**src/include/field_dec_pkg.sv**
```systemverilog
/*
 * Constants for the control-structure field encoding decoder: encoding
 * bit positions, width and type codes, field identity bases, capability
 * masks and register offsets, including the status register offset.
 * Assumes one synchronous clock domain and a plain register port.
 */
// Notes on behaviour
// - Width code 0 means a 16-bit field
// - 16-bit encodings with bit 0 set invalid
// - Type code 0 means a control field
// - Index bits 9:1 tell fields apart
// - Type code 2 means guest-state area
// - Type code 3 means host-state area
// - Width code 1 means a 64-bit field
// - 64-bit field: even full, odd high half
// - Map 16-bit control encodings to fields
// - Map 16-bit guest-state encodings to fields
// - Map 16-bit host selector encodings in order
// - Map 64-bit control pairs 2000H through 2029H
// - Optional field present only with control support
// - User vector present if either control supported
// - Nonzero bits 31:15 or 12 are invalid
package field_dec_pkg;

	// ************************************************************
	// Encoding layout
	// ************************************************************
	localparam int RSVD_HI    = 31;
	localparam int RSVD_LO    = 15;
	localparam int WIDTH_HI   = 14;
	localparam int WIDTH_LO   = 13;
	localparam int RSVD_BIT   = 12;
	localparam int TYPE_HI    = 11;
	localparam int TYPE_LO    = 10;
	localparam int IDX_HI     = 9;
	localparam int IDX_LO     = 1;
	localparam int ACCESS_BIT = 0;

	localparam logic [1:0] W16     = 2'h0;
	localparam logic [1:0] W64     = 2'h1;
	localparam logic [1:0] T_CTRL  = 2'h0;
	localparam logic [1:0] T_GUEST = 2'h2;
	localparam logic [1:0] T_HOST  = 2'h3;

	// ************************************************************
	// Table groups, last index and identity base of each
	// ************************************************************
	localparam logic [1:0] G_C16 = 2'h0;
	localparam logic [1:0] G_G16 = 2'h1;
	localparam logic [1:0] G_H16 = 2'h2;
	localparam logic [1:0] G_C64 = 2'h3;

	localparam logic [8:0] C16_LAST = 9'h004;
	localparam logic [8:0] G16_LAST = 9'h00A;
	localparam logic [8:0] H16_LAST = 9'h006;
	localparam logic [8:0] C64_LAST = 9'h014;

	localparam logic [5:0] ID_NONE = 6'h00;
	localparam logic [5:0] ID_C16  = 6'h01;
	localparam logic [5:0] ID_G16  = 6'h06;
	localparam logic [5:0] ID_H16  = 6'h11;
	localparam logic [5:0] ID_C64  = 6'h18;

	// ************************************************************
	// Supported execution controls, one bit each, two bits for the user vector
	// ************************************************************
	localparam int CAP_W = 16;
	localparam logic [15:0] M_NONE       = 16'h0000;
	localparam logic [15:0] M_VPROC_ID   = 16'h0001;
	localparam logic [15:0] M_POSTED     = 16'h0002;
	localparam logic [15:0] M_VE         = 16'h0004;
	localparam logic [15:0] M_LIN_XLAT   = 16'h0008;
	localparam logic [15:0] M_IPI        = 16'h0010;
	localparam logic [15:0] M_VINTR      = 16'h0020;
	localparam logic [15:0] M_PAGE_LOG   = 16'h0040;
	localparam logic [15:0] M_USER_VEC   = 16'h0180;
	localparam logic [15:0] M_MSRBMP     = 16'h0200;
	localparam logic [15:0] M_TPR        = 16'h0400;
	localparam logic [15:0] M_APICACC    = 16'h0800;
	localparam logic [15:0] M_VMFUNC     = 16'h1000;
	localparam logic [15:0] M_EPT        = 16'h2000;
	localparam logic [15:0] M_EPTPSW     = 16'h4000;
	localparam logic [15:0] M_SHADOW     = 16'h8000;
	localparam logic [15:0] CAP_RESET    = 16'h0000;

	// ************************************************************
	// Register map, one offset per register
	// ************************************************************
	localparam logic [7:0] CAP_ADDR   = 8'h00;
	localparam logic [7:0] STAT_ADDR  = 8'h04;
	localparam logic [7:0] COUNT_ADDR = 8'h08;

endpackage

```
**src/hw/field_presence.sv**
```systemverilog
/*
 * Table lookup: given a table group and an index, tells whether the
 * field is tabulated and whether it exists on this configuration.
 * Assumes the capability vector is stable for the decode cycle.
 */
`timescale 1ns/1ns
module field_presence
	import field_dec_pkg::*;
(
	// Lookup key
	input  logic [1:0]       grp_i,
	input  logic [8:0]       idx_i,
	// Supported controls
	input  logic [CAP_W-1:0] cap_i,
	// Result
	output logic             known_o,
	output logic             present_o
);

	// ************************************************************
	// Needed controls per field, any one suffices
	// ************************************************************
	function automatic logic [CAP_W-1:0] need_mask(input logic [1:0] g,
		input logic [8:0] i);
		logic [CAP_W-1:0] m;
		m = M_NONE;
		case (g)
			G_C16: begin
				case (i)
					9'h000: m = M_VPROC_ID;
					9'h001: m = M_POSTED;
					9'h002: m = M_VE;
					9'h003: m = M_LIN_XLAT;
					9'h004: m = M_IPI;
					default: m = M_NONE;
				endcase
			end
			G_G16: begin
				case (i)
					9'h008: m = M_VINTR;
					9'h009: m = M_PAGE_LOG;
					9'h00A: m = M_USER_VEC;
					default: m = M_NONE;
				endcase
			end
			G_C64: begin
				case (i)
					9'h002: m = M_MSRBMP;
					9'h007: m = M_PAGE_LOG;
					9'h009: m = M_TPR;
					9'h00A: m = M_APICACC;
					9'h00B: m = M_POSTED;
					9'h00C: m = M_VMFUNC;
					9'h00D: m = M_EPT;
					9'h00E, 9'h00F, 9'h010, 9'h011: m = M_VINTR;
					9'h012: m = M_EPTPSW;
					9'h013, 9'h014: m = M_SHADOW;
					default: m = M_NONE;
				endcase
			end
			default: m = M_NONE;
		endcase
		return m;
	endfunction

	// ************************************************************
	// Last tabulated index per group
	// ************************************************************
	wire logic [8:0]       last_idx;
	wire logic [CAP_W-1:0] need;

	assign last_idx  = (grp_i == G_C16) ? C16_LAST :
	                   (grp_i == G_G16) ? G16_LAST :
	                   (grp_i == G_H16) ? H16_LAST : C64_LAST;
	assign known_o   = (idx_i <= last_idx);
	assign need      = need_mask(grp_i, idx_i);
	assign present_o = known_o && ((need == M_NONE) || (|(need & cap_i)));

endmodule // field_presence

```
**src/hw/vm_field_encoding_decoder.sv**
```systemverilog
/*
 * Decoder for field encodings of the vm_control_structure, as used by
 * field_read_instr and field_write_instr. Splits an encoding into
 * width, type, index and access parts, checks it, maps it to a field
 * identity and reports presence against the supported controls.
 * Assumes requests synchronous to clock_i; results one cycle later.
 */
`timescale 1ns/1ns
module vm_field_encoding_decoder
	import field_dec_pkg::*;
(
	// Clock, reset, enable
	input  logic        clock_i,
	input  logic        rst_i,
	input  logic        ce_i,
	// Decode request
	input  logic        req_i,
	input  logic [31:0] enc_i,
	// Decode result
	output logic        done_o,
	output logic [5:0]  field_id_o,
	output logic [1:0]  width_o,
	output logic [1:0]  type_o,
	output logic [8:0]  index_o,
	output logic        high_o,
	output logic        present_o,
	output logic        invalid_o,
	// Register port
	input  logic [7:0]  addr_i,
	input  logic [31:0] wdata_i,
	input  logic        wr_i,
	input  logic        rd_i,
	output logic [31:0] rdata_o
);

	// ************************************************************
	// Encoding split
	// ************************************************************
	wire logic [1:0] enc_width;
	wire logic [1:0] enc_type;
	wire logic [8:0] enc_idx;
	wire logic       enc_acc;
	wire logic       rsvd_bad;
	wire logic       is16;
	wire logic       is64;
	wire logic       odd16_bad;

	assign enc_width = enc_i[WIDTH_HI:WIDTH_LO];
	assign enc_type  = enc_i[TYPE_HI:TYPE_LO];
	assign enc_idx   = enc_i[IDX_HI:IDX_LO];
	assign enc_acc   = enc_i[ACCESS_BIT];
	assign rsvd_bad  = (|enc_i[RSVD_HI:RSVD_LO]) || enc_i[RSVD_BIT];
	assign is16      = (enc_width == W16);
	assign is64      = (enc_width == W64);
	assign odd16_bad = is16 && enc_acc;

	// ************************************************************
	// Table group selection
	// ************************************************************
	wire logic       hit_c16;
	wire logic       hit_g16;
	wire logic       hit_h16;
	wire logic       hit_c64;
	wire logic       grp_hit;
	wire logic [1:0] grp;

	assign hit_c16 = is16 && (enc_type == T_CTRL);
	assign hit_g16 = is16 && (enc_type == T_GUEST);
	assign hit_h16 = is16 && (enc_type == T_HOST);
	assign hit_c64 = is64 && (enc_type == T_CTRL);
	assign grp_hit = hit_c16 || hit_g16 || hit_h16 || hit_c64;
	assign grp     = hit_g16 ? G_G16 :
	                 hit_h16 ? G_H16 :
	                 hit_c64 ? G_C64 : G_C16;

	// ************************************************************
	// Identity and presence
	// ************************************************************
	function automatic logic [5:0] id_base(input logic [1:0] g);
		logic [5:0] b;
		b = ID_C16;
		case (g)
			G_C16:   b = ID_C16;
			G_G16:   b = ID_G16;
			G_H16:   b = ID_H16;
			G_C64:   b = ID_C64;
			default: b = ID_NONE;
		endcase
		return b;
	endfunction

	logic [CAP_W-1:0] cap_reg;
	wire logic        known;
	wire logic        present;
	wire logic        bad;
	wire logic [5:0]  id_next;
	wire logic        high_next;

	field_presence u_presence (
		.grp_i     (grp),
		.idx_i     (enc_idx),
		.cap_i     (cap_reg),
		.known_o   (known),
		.present_o (present)
	);

	assign bad       = rsvd_bad || odd16_bad || !grp_hit || !known || !present;
	assign id_next   = (rsvd_bad || !grp_hit || !known) ? ID_NONE :
	                   6'(id_base(grp) + enc_idx[5:0]);
	assign high_next = is64 && enc_acc;

	// ************************************************************
	// Result registers
	// ************************************************************
	wire logic req_take;
	assign req_take = ce_i && req_i;

	logic       done_reg;
	logic [5:0] id_reg;
	logic [1:0] width_reg;
	logic [1:0] type_reg;
	logic [8:0] index_reg;
	logic       high_reg;
	logic       present_reg;
	logic       invalid_reg;

	always_ff @(posedge clock_i or posedge rst_i) begin
		if (rst_i) begin
			done_reg <= 1'b0;
		end else if (ce_i) begin
			done_reg <= req_i;
		end
	end

	always_ff @(posedge clock_i or posedge rst_i) begin
		if (rst_i) begin
			id_reg      <= ID_NONE;
			width_reg   <= 2'h0;
			type_reg    <= 2'h0;
			index_reg   <= 9'h000;
			high_reg    <= 1'b0;
			present_reg <= 1'b0;
			invalid_reg <= 1'b0;
		end else if (req_take) begin
			id_reg      <= id_next;
			width_reg   <= enc_width;
			type_reg    <= enc_type;
			index_reg   <= enc_idx;
			high_reg    <= high_next;
			present_reg <= present && !rsvd_bad && !odd16_bad && grp_hit;
			invalid_reg <= bad;
		end
	end

	assign done_o     = done_reg;
	assign field_id_o = id_reg;
	assign width_o    = width_reg;
	assign type_o     = type_reg;
	assign index_o    = index_reg;
	assign high_o     = high_reg;
	assign present_o  = present_reg;
	assign invalid_o  = invalid_reg;

	// ************************************************************
	// Register port
	// ************************************************************
	wire logic        wr_cap;
	wire logic        wr_count;
	wire logic [31:0] stat_word;
	wire logic [31:0] rd_mux;
	logic [15:0]      count_reg;
	logic [15:0]      count_next;
	logic [31:0]      rdata_reg;

	assign wr_cap    = ce_i && wr_i && (addr_i == CAP_ADDR);
	assign wr_count  = ce_i && wr_i && (addr_i == COUNT_ADDR);
	assign stat_word = {10'h000, type_reg, width_reg, index_reg, present_reg,
	                    invalid_reg, high_reg, id_reg};
	assign rd_mux    = (addr_i == CAP_ADDR)   ? {16'h0000, cap_reg} :
	                   (addr_i == STAT_ADDR)  ? stat_word :
	                   (addr_i == COUNT_ADDR) ? {16'h0000, count_reg} : 32'h00000000;

	always_comb begin
		count_next = count_reg;
		if (wr_count) begin
			count_next = 16'h0000;
		end
		if (req_take && bad) begin
			count_next = wr_count ? 16'h0001 : 16'(count_reg + 16'h0001);
		end
	end

	always_ff @(posedge clock_i or posedge rst_i) begin
		if (rst_i) begin
			cap_reg <= CAP_RESET;
		end else if (wr_cap) begin
			cap_reg <= wdata_i[CAP_W-1:0];
		end
	end

	always_ff @(posedge clock_i or posedge rst_i) begin
		if (rst_i) begin
			count_reg <= 16'h0000;
		end else if (ce_i) begin
			count_reg <= count_next;
		end
	end

	always_ff @(posedge clock_i or posedge rst_i) begin
		if (rst_i) begin
			rdata_reg <= 32'h00000000;
		end else if (ce_i) begin
			rdata_reg <= rd_i ? rd_mux : 32'h00000000;
		end
	end

	assign rdata_o = rdata_reg;
endmodule // vm_field_encoding_decoder

```
**config.mk**
```make
export PLATFORM = sky130hd
export DESIGN_NAME = vm_field_encoding_decoder
export DESIGN_NICKNAME = d
export VERILOG_FILES = /design/src/include/field_dec_pkg.sv /design/src/hw/field_presence.sv /design/src/hw/vm_field_encoding_decoder.sv
export SDC_FILE = /design/constraint.sdc
export NUM_CORES = 1
export LEC_CHECK = 0
export BUFFER_PORTS_ARGS = -buffer_cell sky130_fd_sc_hd__buf_2
export CAP_MARGIN = 30
export CORE_UTILIZATION = 48
export DETAILED_ROUTE_END_ITERATION = 12
export PLACE_DENSITY = 0.75
export SYNTH_ARGS = -nofsm -noshare
export SYNTH_HDL_FRONTEND = slang
export SYNTH_SLANG_ARGS = --single-unit
```
**constraint.sdc**
```tcl
create_clock -name clock_i -period 2.2 [get_ports clock_i]
set_input_delay 0.11 -clock clock_i [delete_from_list [all_inputs] [get_ports clock_i]]
set_output_delay 0.11 -clock clock_i [all_outputs]
set_load 0.02 [all_outputs]
```
==> flow_summary.ini <==
[status]
outcome = finished with violations
violations = setup timing

[worst_setup_path]
cpLargestDelayFamily = compound AO/OA/AOI/OAI gates
required_ns = 2.49
worstPathMaxFanout = 7
cp.depth = 12
path_cells = buf_6 > or4b_4 > buf_8 > clkinv_8 > buf_4 > o211ai_1 > o41ai_1 > a222oi_1 > a31oi_4 > buf_12 > or4_4 > a21oi_2
path_class = in2reg
arrival_ns = 2.63
cp_slowest_cell = or4_4
start_kind = primary input
max_stage_delay_ns = 0.54
r2r_cells = 8
end_kind = flop
worst-path-buf-inv = 5

[placement]
portBuffers = 106
place_congestion = 0.985
dp.cells = 763
dp_hpwl_mm = 10.2

[cells_and_area]
n_antenna_cell = 0
layout.nets = 767
largest_register_ffs = 22
instances_no_fill = 813
regArea_mm2 = 0.00193
multiInputGateArea_mm2 = 0.00251
area_growth_pct = 38.6
fin_util = 0.692
nFillCells = 702
drive_gt1_frac = 0.386

[route]
viasPerCell = 5.91
first_pass_iters = 5
wl_per_cell_um = 18.2
postRouteAntennaNets = 0
drcViolationCount = 0
drtIter0Drc = 318
drt_wl_total_mm = 14.8
vias = 4807

[logic_synthesis]
syn_inst = 503
synth_top_family_by_area = compound AO/OA/AOI/OAI gates
synth_common_cells = dfrtp_1 (77), inv_1 (47), nand2_1 (34)
synth_seq_area_share = 0.415
async_flop_share = 1.00
ys_warn_count = 0
synthAdderAreaFrac = 0.0286
synth-compound-area-share = 0.198
synthFlopType = dfrtp_1
netlist.area_leader.share = 0.415
synth.area.top_cells = dfrtp_1 (42%), mux2_2 (5.6%), inv_1 (3.8%)
syn_area_per_cell_um2 = 9.22
synth_mux_area_frac = 0.0601
syn_area_mm2 = 0.00464
yosysTopAreaCell = dfrtp_1
ys_ff_latch = 77
synthSimpleGateAreaFrac = 0.197
synth_edf_count = 0
yosysUniqueCellTypes = 61
post-synth-top-count-cell = dfrtp_1
synth-xor-area-share = 0.00566

[die]
die_w_um = 100
start_util = 0.500
pin_count = 133
dieArea_mm2 = 0.0101
die_h_um = 100
core_mm2 = 0.00928
fp-row-count = 35

[clocking]
cts_sinks = 77
htree_levels = 3
cts_buffers = 9
worstSkewPairLatency_ns = 0.37
cts_buffer_depth = 2
path_clk_slew_ns = 0.08
cts_tree = done
cts_root_buffer = clkbuf_8

[timing]
fmax_mhz = 426
rsz0062_at_grt = true
maxSlewViolCount = 0
finalSetupTns_ns = -1.08
setup_viol = 16
min_period_ns = 2.35
finalCritPeriodShare = 1.07
worst_slew_pin_slew_ns = 0.723
slew_headroom = 0.518
fin_skew_ns = 0.0126
hold_violations = 0
worst_slack_ns = -0.146

[pwr]
combPwrFrac = 0.240
p_clk_frac = 0.303
peakVddDrop_v = 0.000395
p_per_area_mw_per_mm2 = 557
p_sw_frac = 0.325
cellLeakagePower_nw = 2.97
p_int_mw = 2.42
p_sw_mw = 1.17
pwr-share-seq = 0.457

[flow_run]
maxCapViolCount = 0

[global_routing]
gr-total-overflow = 0
grt_pass1_wl_mm = 22.7
grt_max_degree = 46
grt_use_total = 0.290
grt_pass1_vias = 4671
grt_antenna_before_repair = 0

[hold_path]
min_path_type = in2reg
holdPathStages = 2
worst register-to-register path: stages, from the launching register on:
cell and delay [ns]:
dfrtp_1 0.42, mux2_2 0.28, a22oi_1 0.19, nor2b_1 0.09, o21ai_2 0.20, a31oi_4 0.17, buf_12 0.18, or4_4 0.54
a21oi_2 0.15
logic make-up after synthesis:
group,Yosys count
adder cells (fa/ha/maj),10
AO/OA/AOI/OAI,136
buffers and inverters,94
other,1
XOR/XNOR,3
multiplexers,25
flip-flops,77
AND/OR/NAND/NOR,157
power by group through the flow:
stage | combinational, mW | sequential [mW] | clock (mW)
global placement | 0.728 | 1.65 | 0
detailed placement | 0.749 | 1.66 | 0
CTS | 0.796 | 1.63 | 1.09
floorplan | 0.408 | 1.67 | 0
finish | 0.860 | 1.64 | 1.09
global route | 0.923 | 1.65 | 1.14
metal layers:
layer	track usage	share of wire	vias to the layer above
met5	0	0	-
met4	0.155	0.040	0
met3	0.0550	0.073	58
met2	0.483	0.50	262
met1	0.358	0.39	2315
li1	-	-	2172
cell type report:
cell class                      count  share of cell area
Sequential cell                    77               0.300
Inverter                           48              0.0308
Tap cell                          129              0.0251
Clock inverter                      6             0.00993
Clock buffer                       10              0.0199
Timing Repair Buffer              202               0.225
Multi-Input combinational cell    341               0.390
final timing paths:
check / start / end / slack (ns)
max in group asynchronous: rst_i / cap_reg[1] / 1.11
min in group asynchronous: rst_i / index_o[2] / 0.41
worst min-delay path: enc_i[9] / index_o[8] / 0.03
worst max-delay path: enc_i[13] / count_reg[3] / -0.15
worst min register to register: width_o[0] / width_o[0] / 0.53
worst max register to register: cap_reg[2] / count_reg[3] / -0.11
what timing repair did:
item / CTS / global route
setup buffers: 8 / 7
endpoints found under the hold margin: 48 / 1
endpoints found under the setup margin: 17 / 23
hold buffers: 17 / 1
pin swaps: 7 / 35
resized for setup: 7 / 41
cloned: 0 / 2
stage by stage:
step	instance area, um^2	setup WS [ns]	total power, mW	hold slack (ns)
2_1_floorplan	4720	-0.451	2.08	0.227
3_3_place_gp	5680	-0.469	2.38	0.262
5_1_grt	6430	-0.192	3.71	0.0352
3_5_place_dp	5680	-0.524	2.41	0.273
4_1_cts	6140	-0.0814	3.52	0.00966
6_report	6430	-0.146	3.58	0.0255
cell usage in the layout (no fill, tap or decap), types with 6 or more instances in the layout:
| cell type | count |
|---|---|
| nor2b_1 | 21 |
| nor2_1 | 16 |
| ha_1 | 6 |
| o21ai_0 | 28 |
| a21oi_1 | 15 |
| dfrtp_1 | 77 |
| or4_1 | 9 |
| nor3_1 | 9 |
| buf_4 | 63 |
| o22ai_1 | 23 |
| nand3_1 | 7 |
| nand4_1 | 12 |
| buf_2 | 104 |
| o2111ai_1 | 16 |
| dlygate4sd3_1 | 18 |
| a21oi_2 | 9 |
| conb_1 | 10 |
| o31ai_1 | 12 |
| inv_1 | 45 |
| nand2_1 | 34 |
| mux2_2 | 23 |
| buf_6 | 8 |
| clkbuf_8 | 9 |
Note: power is estimated with default switching activity, not from simulation.
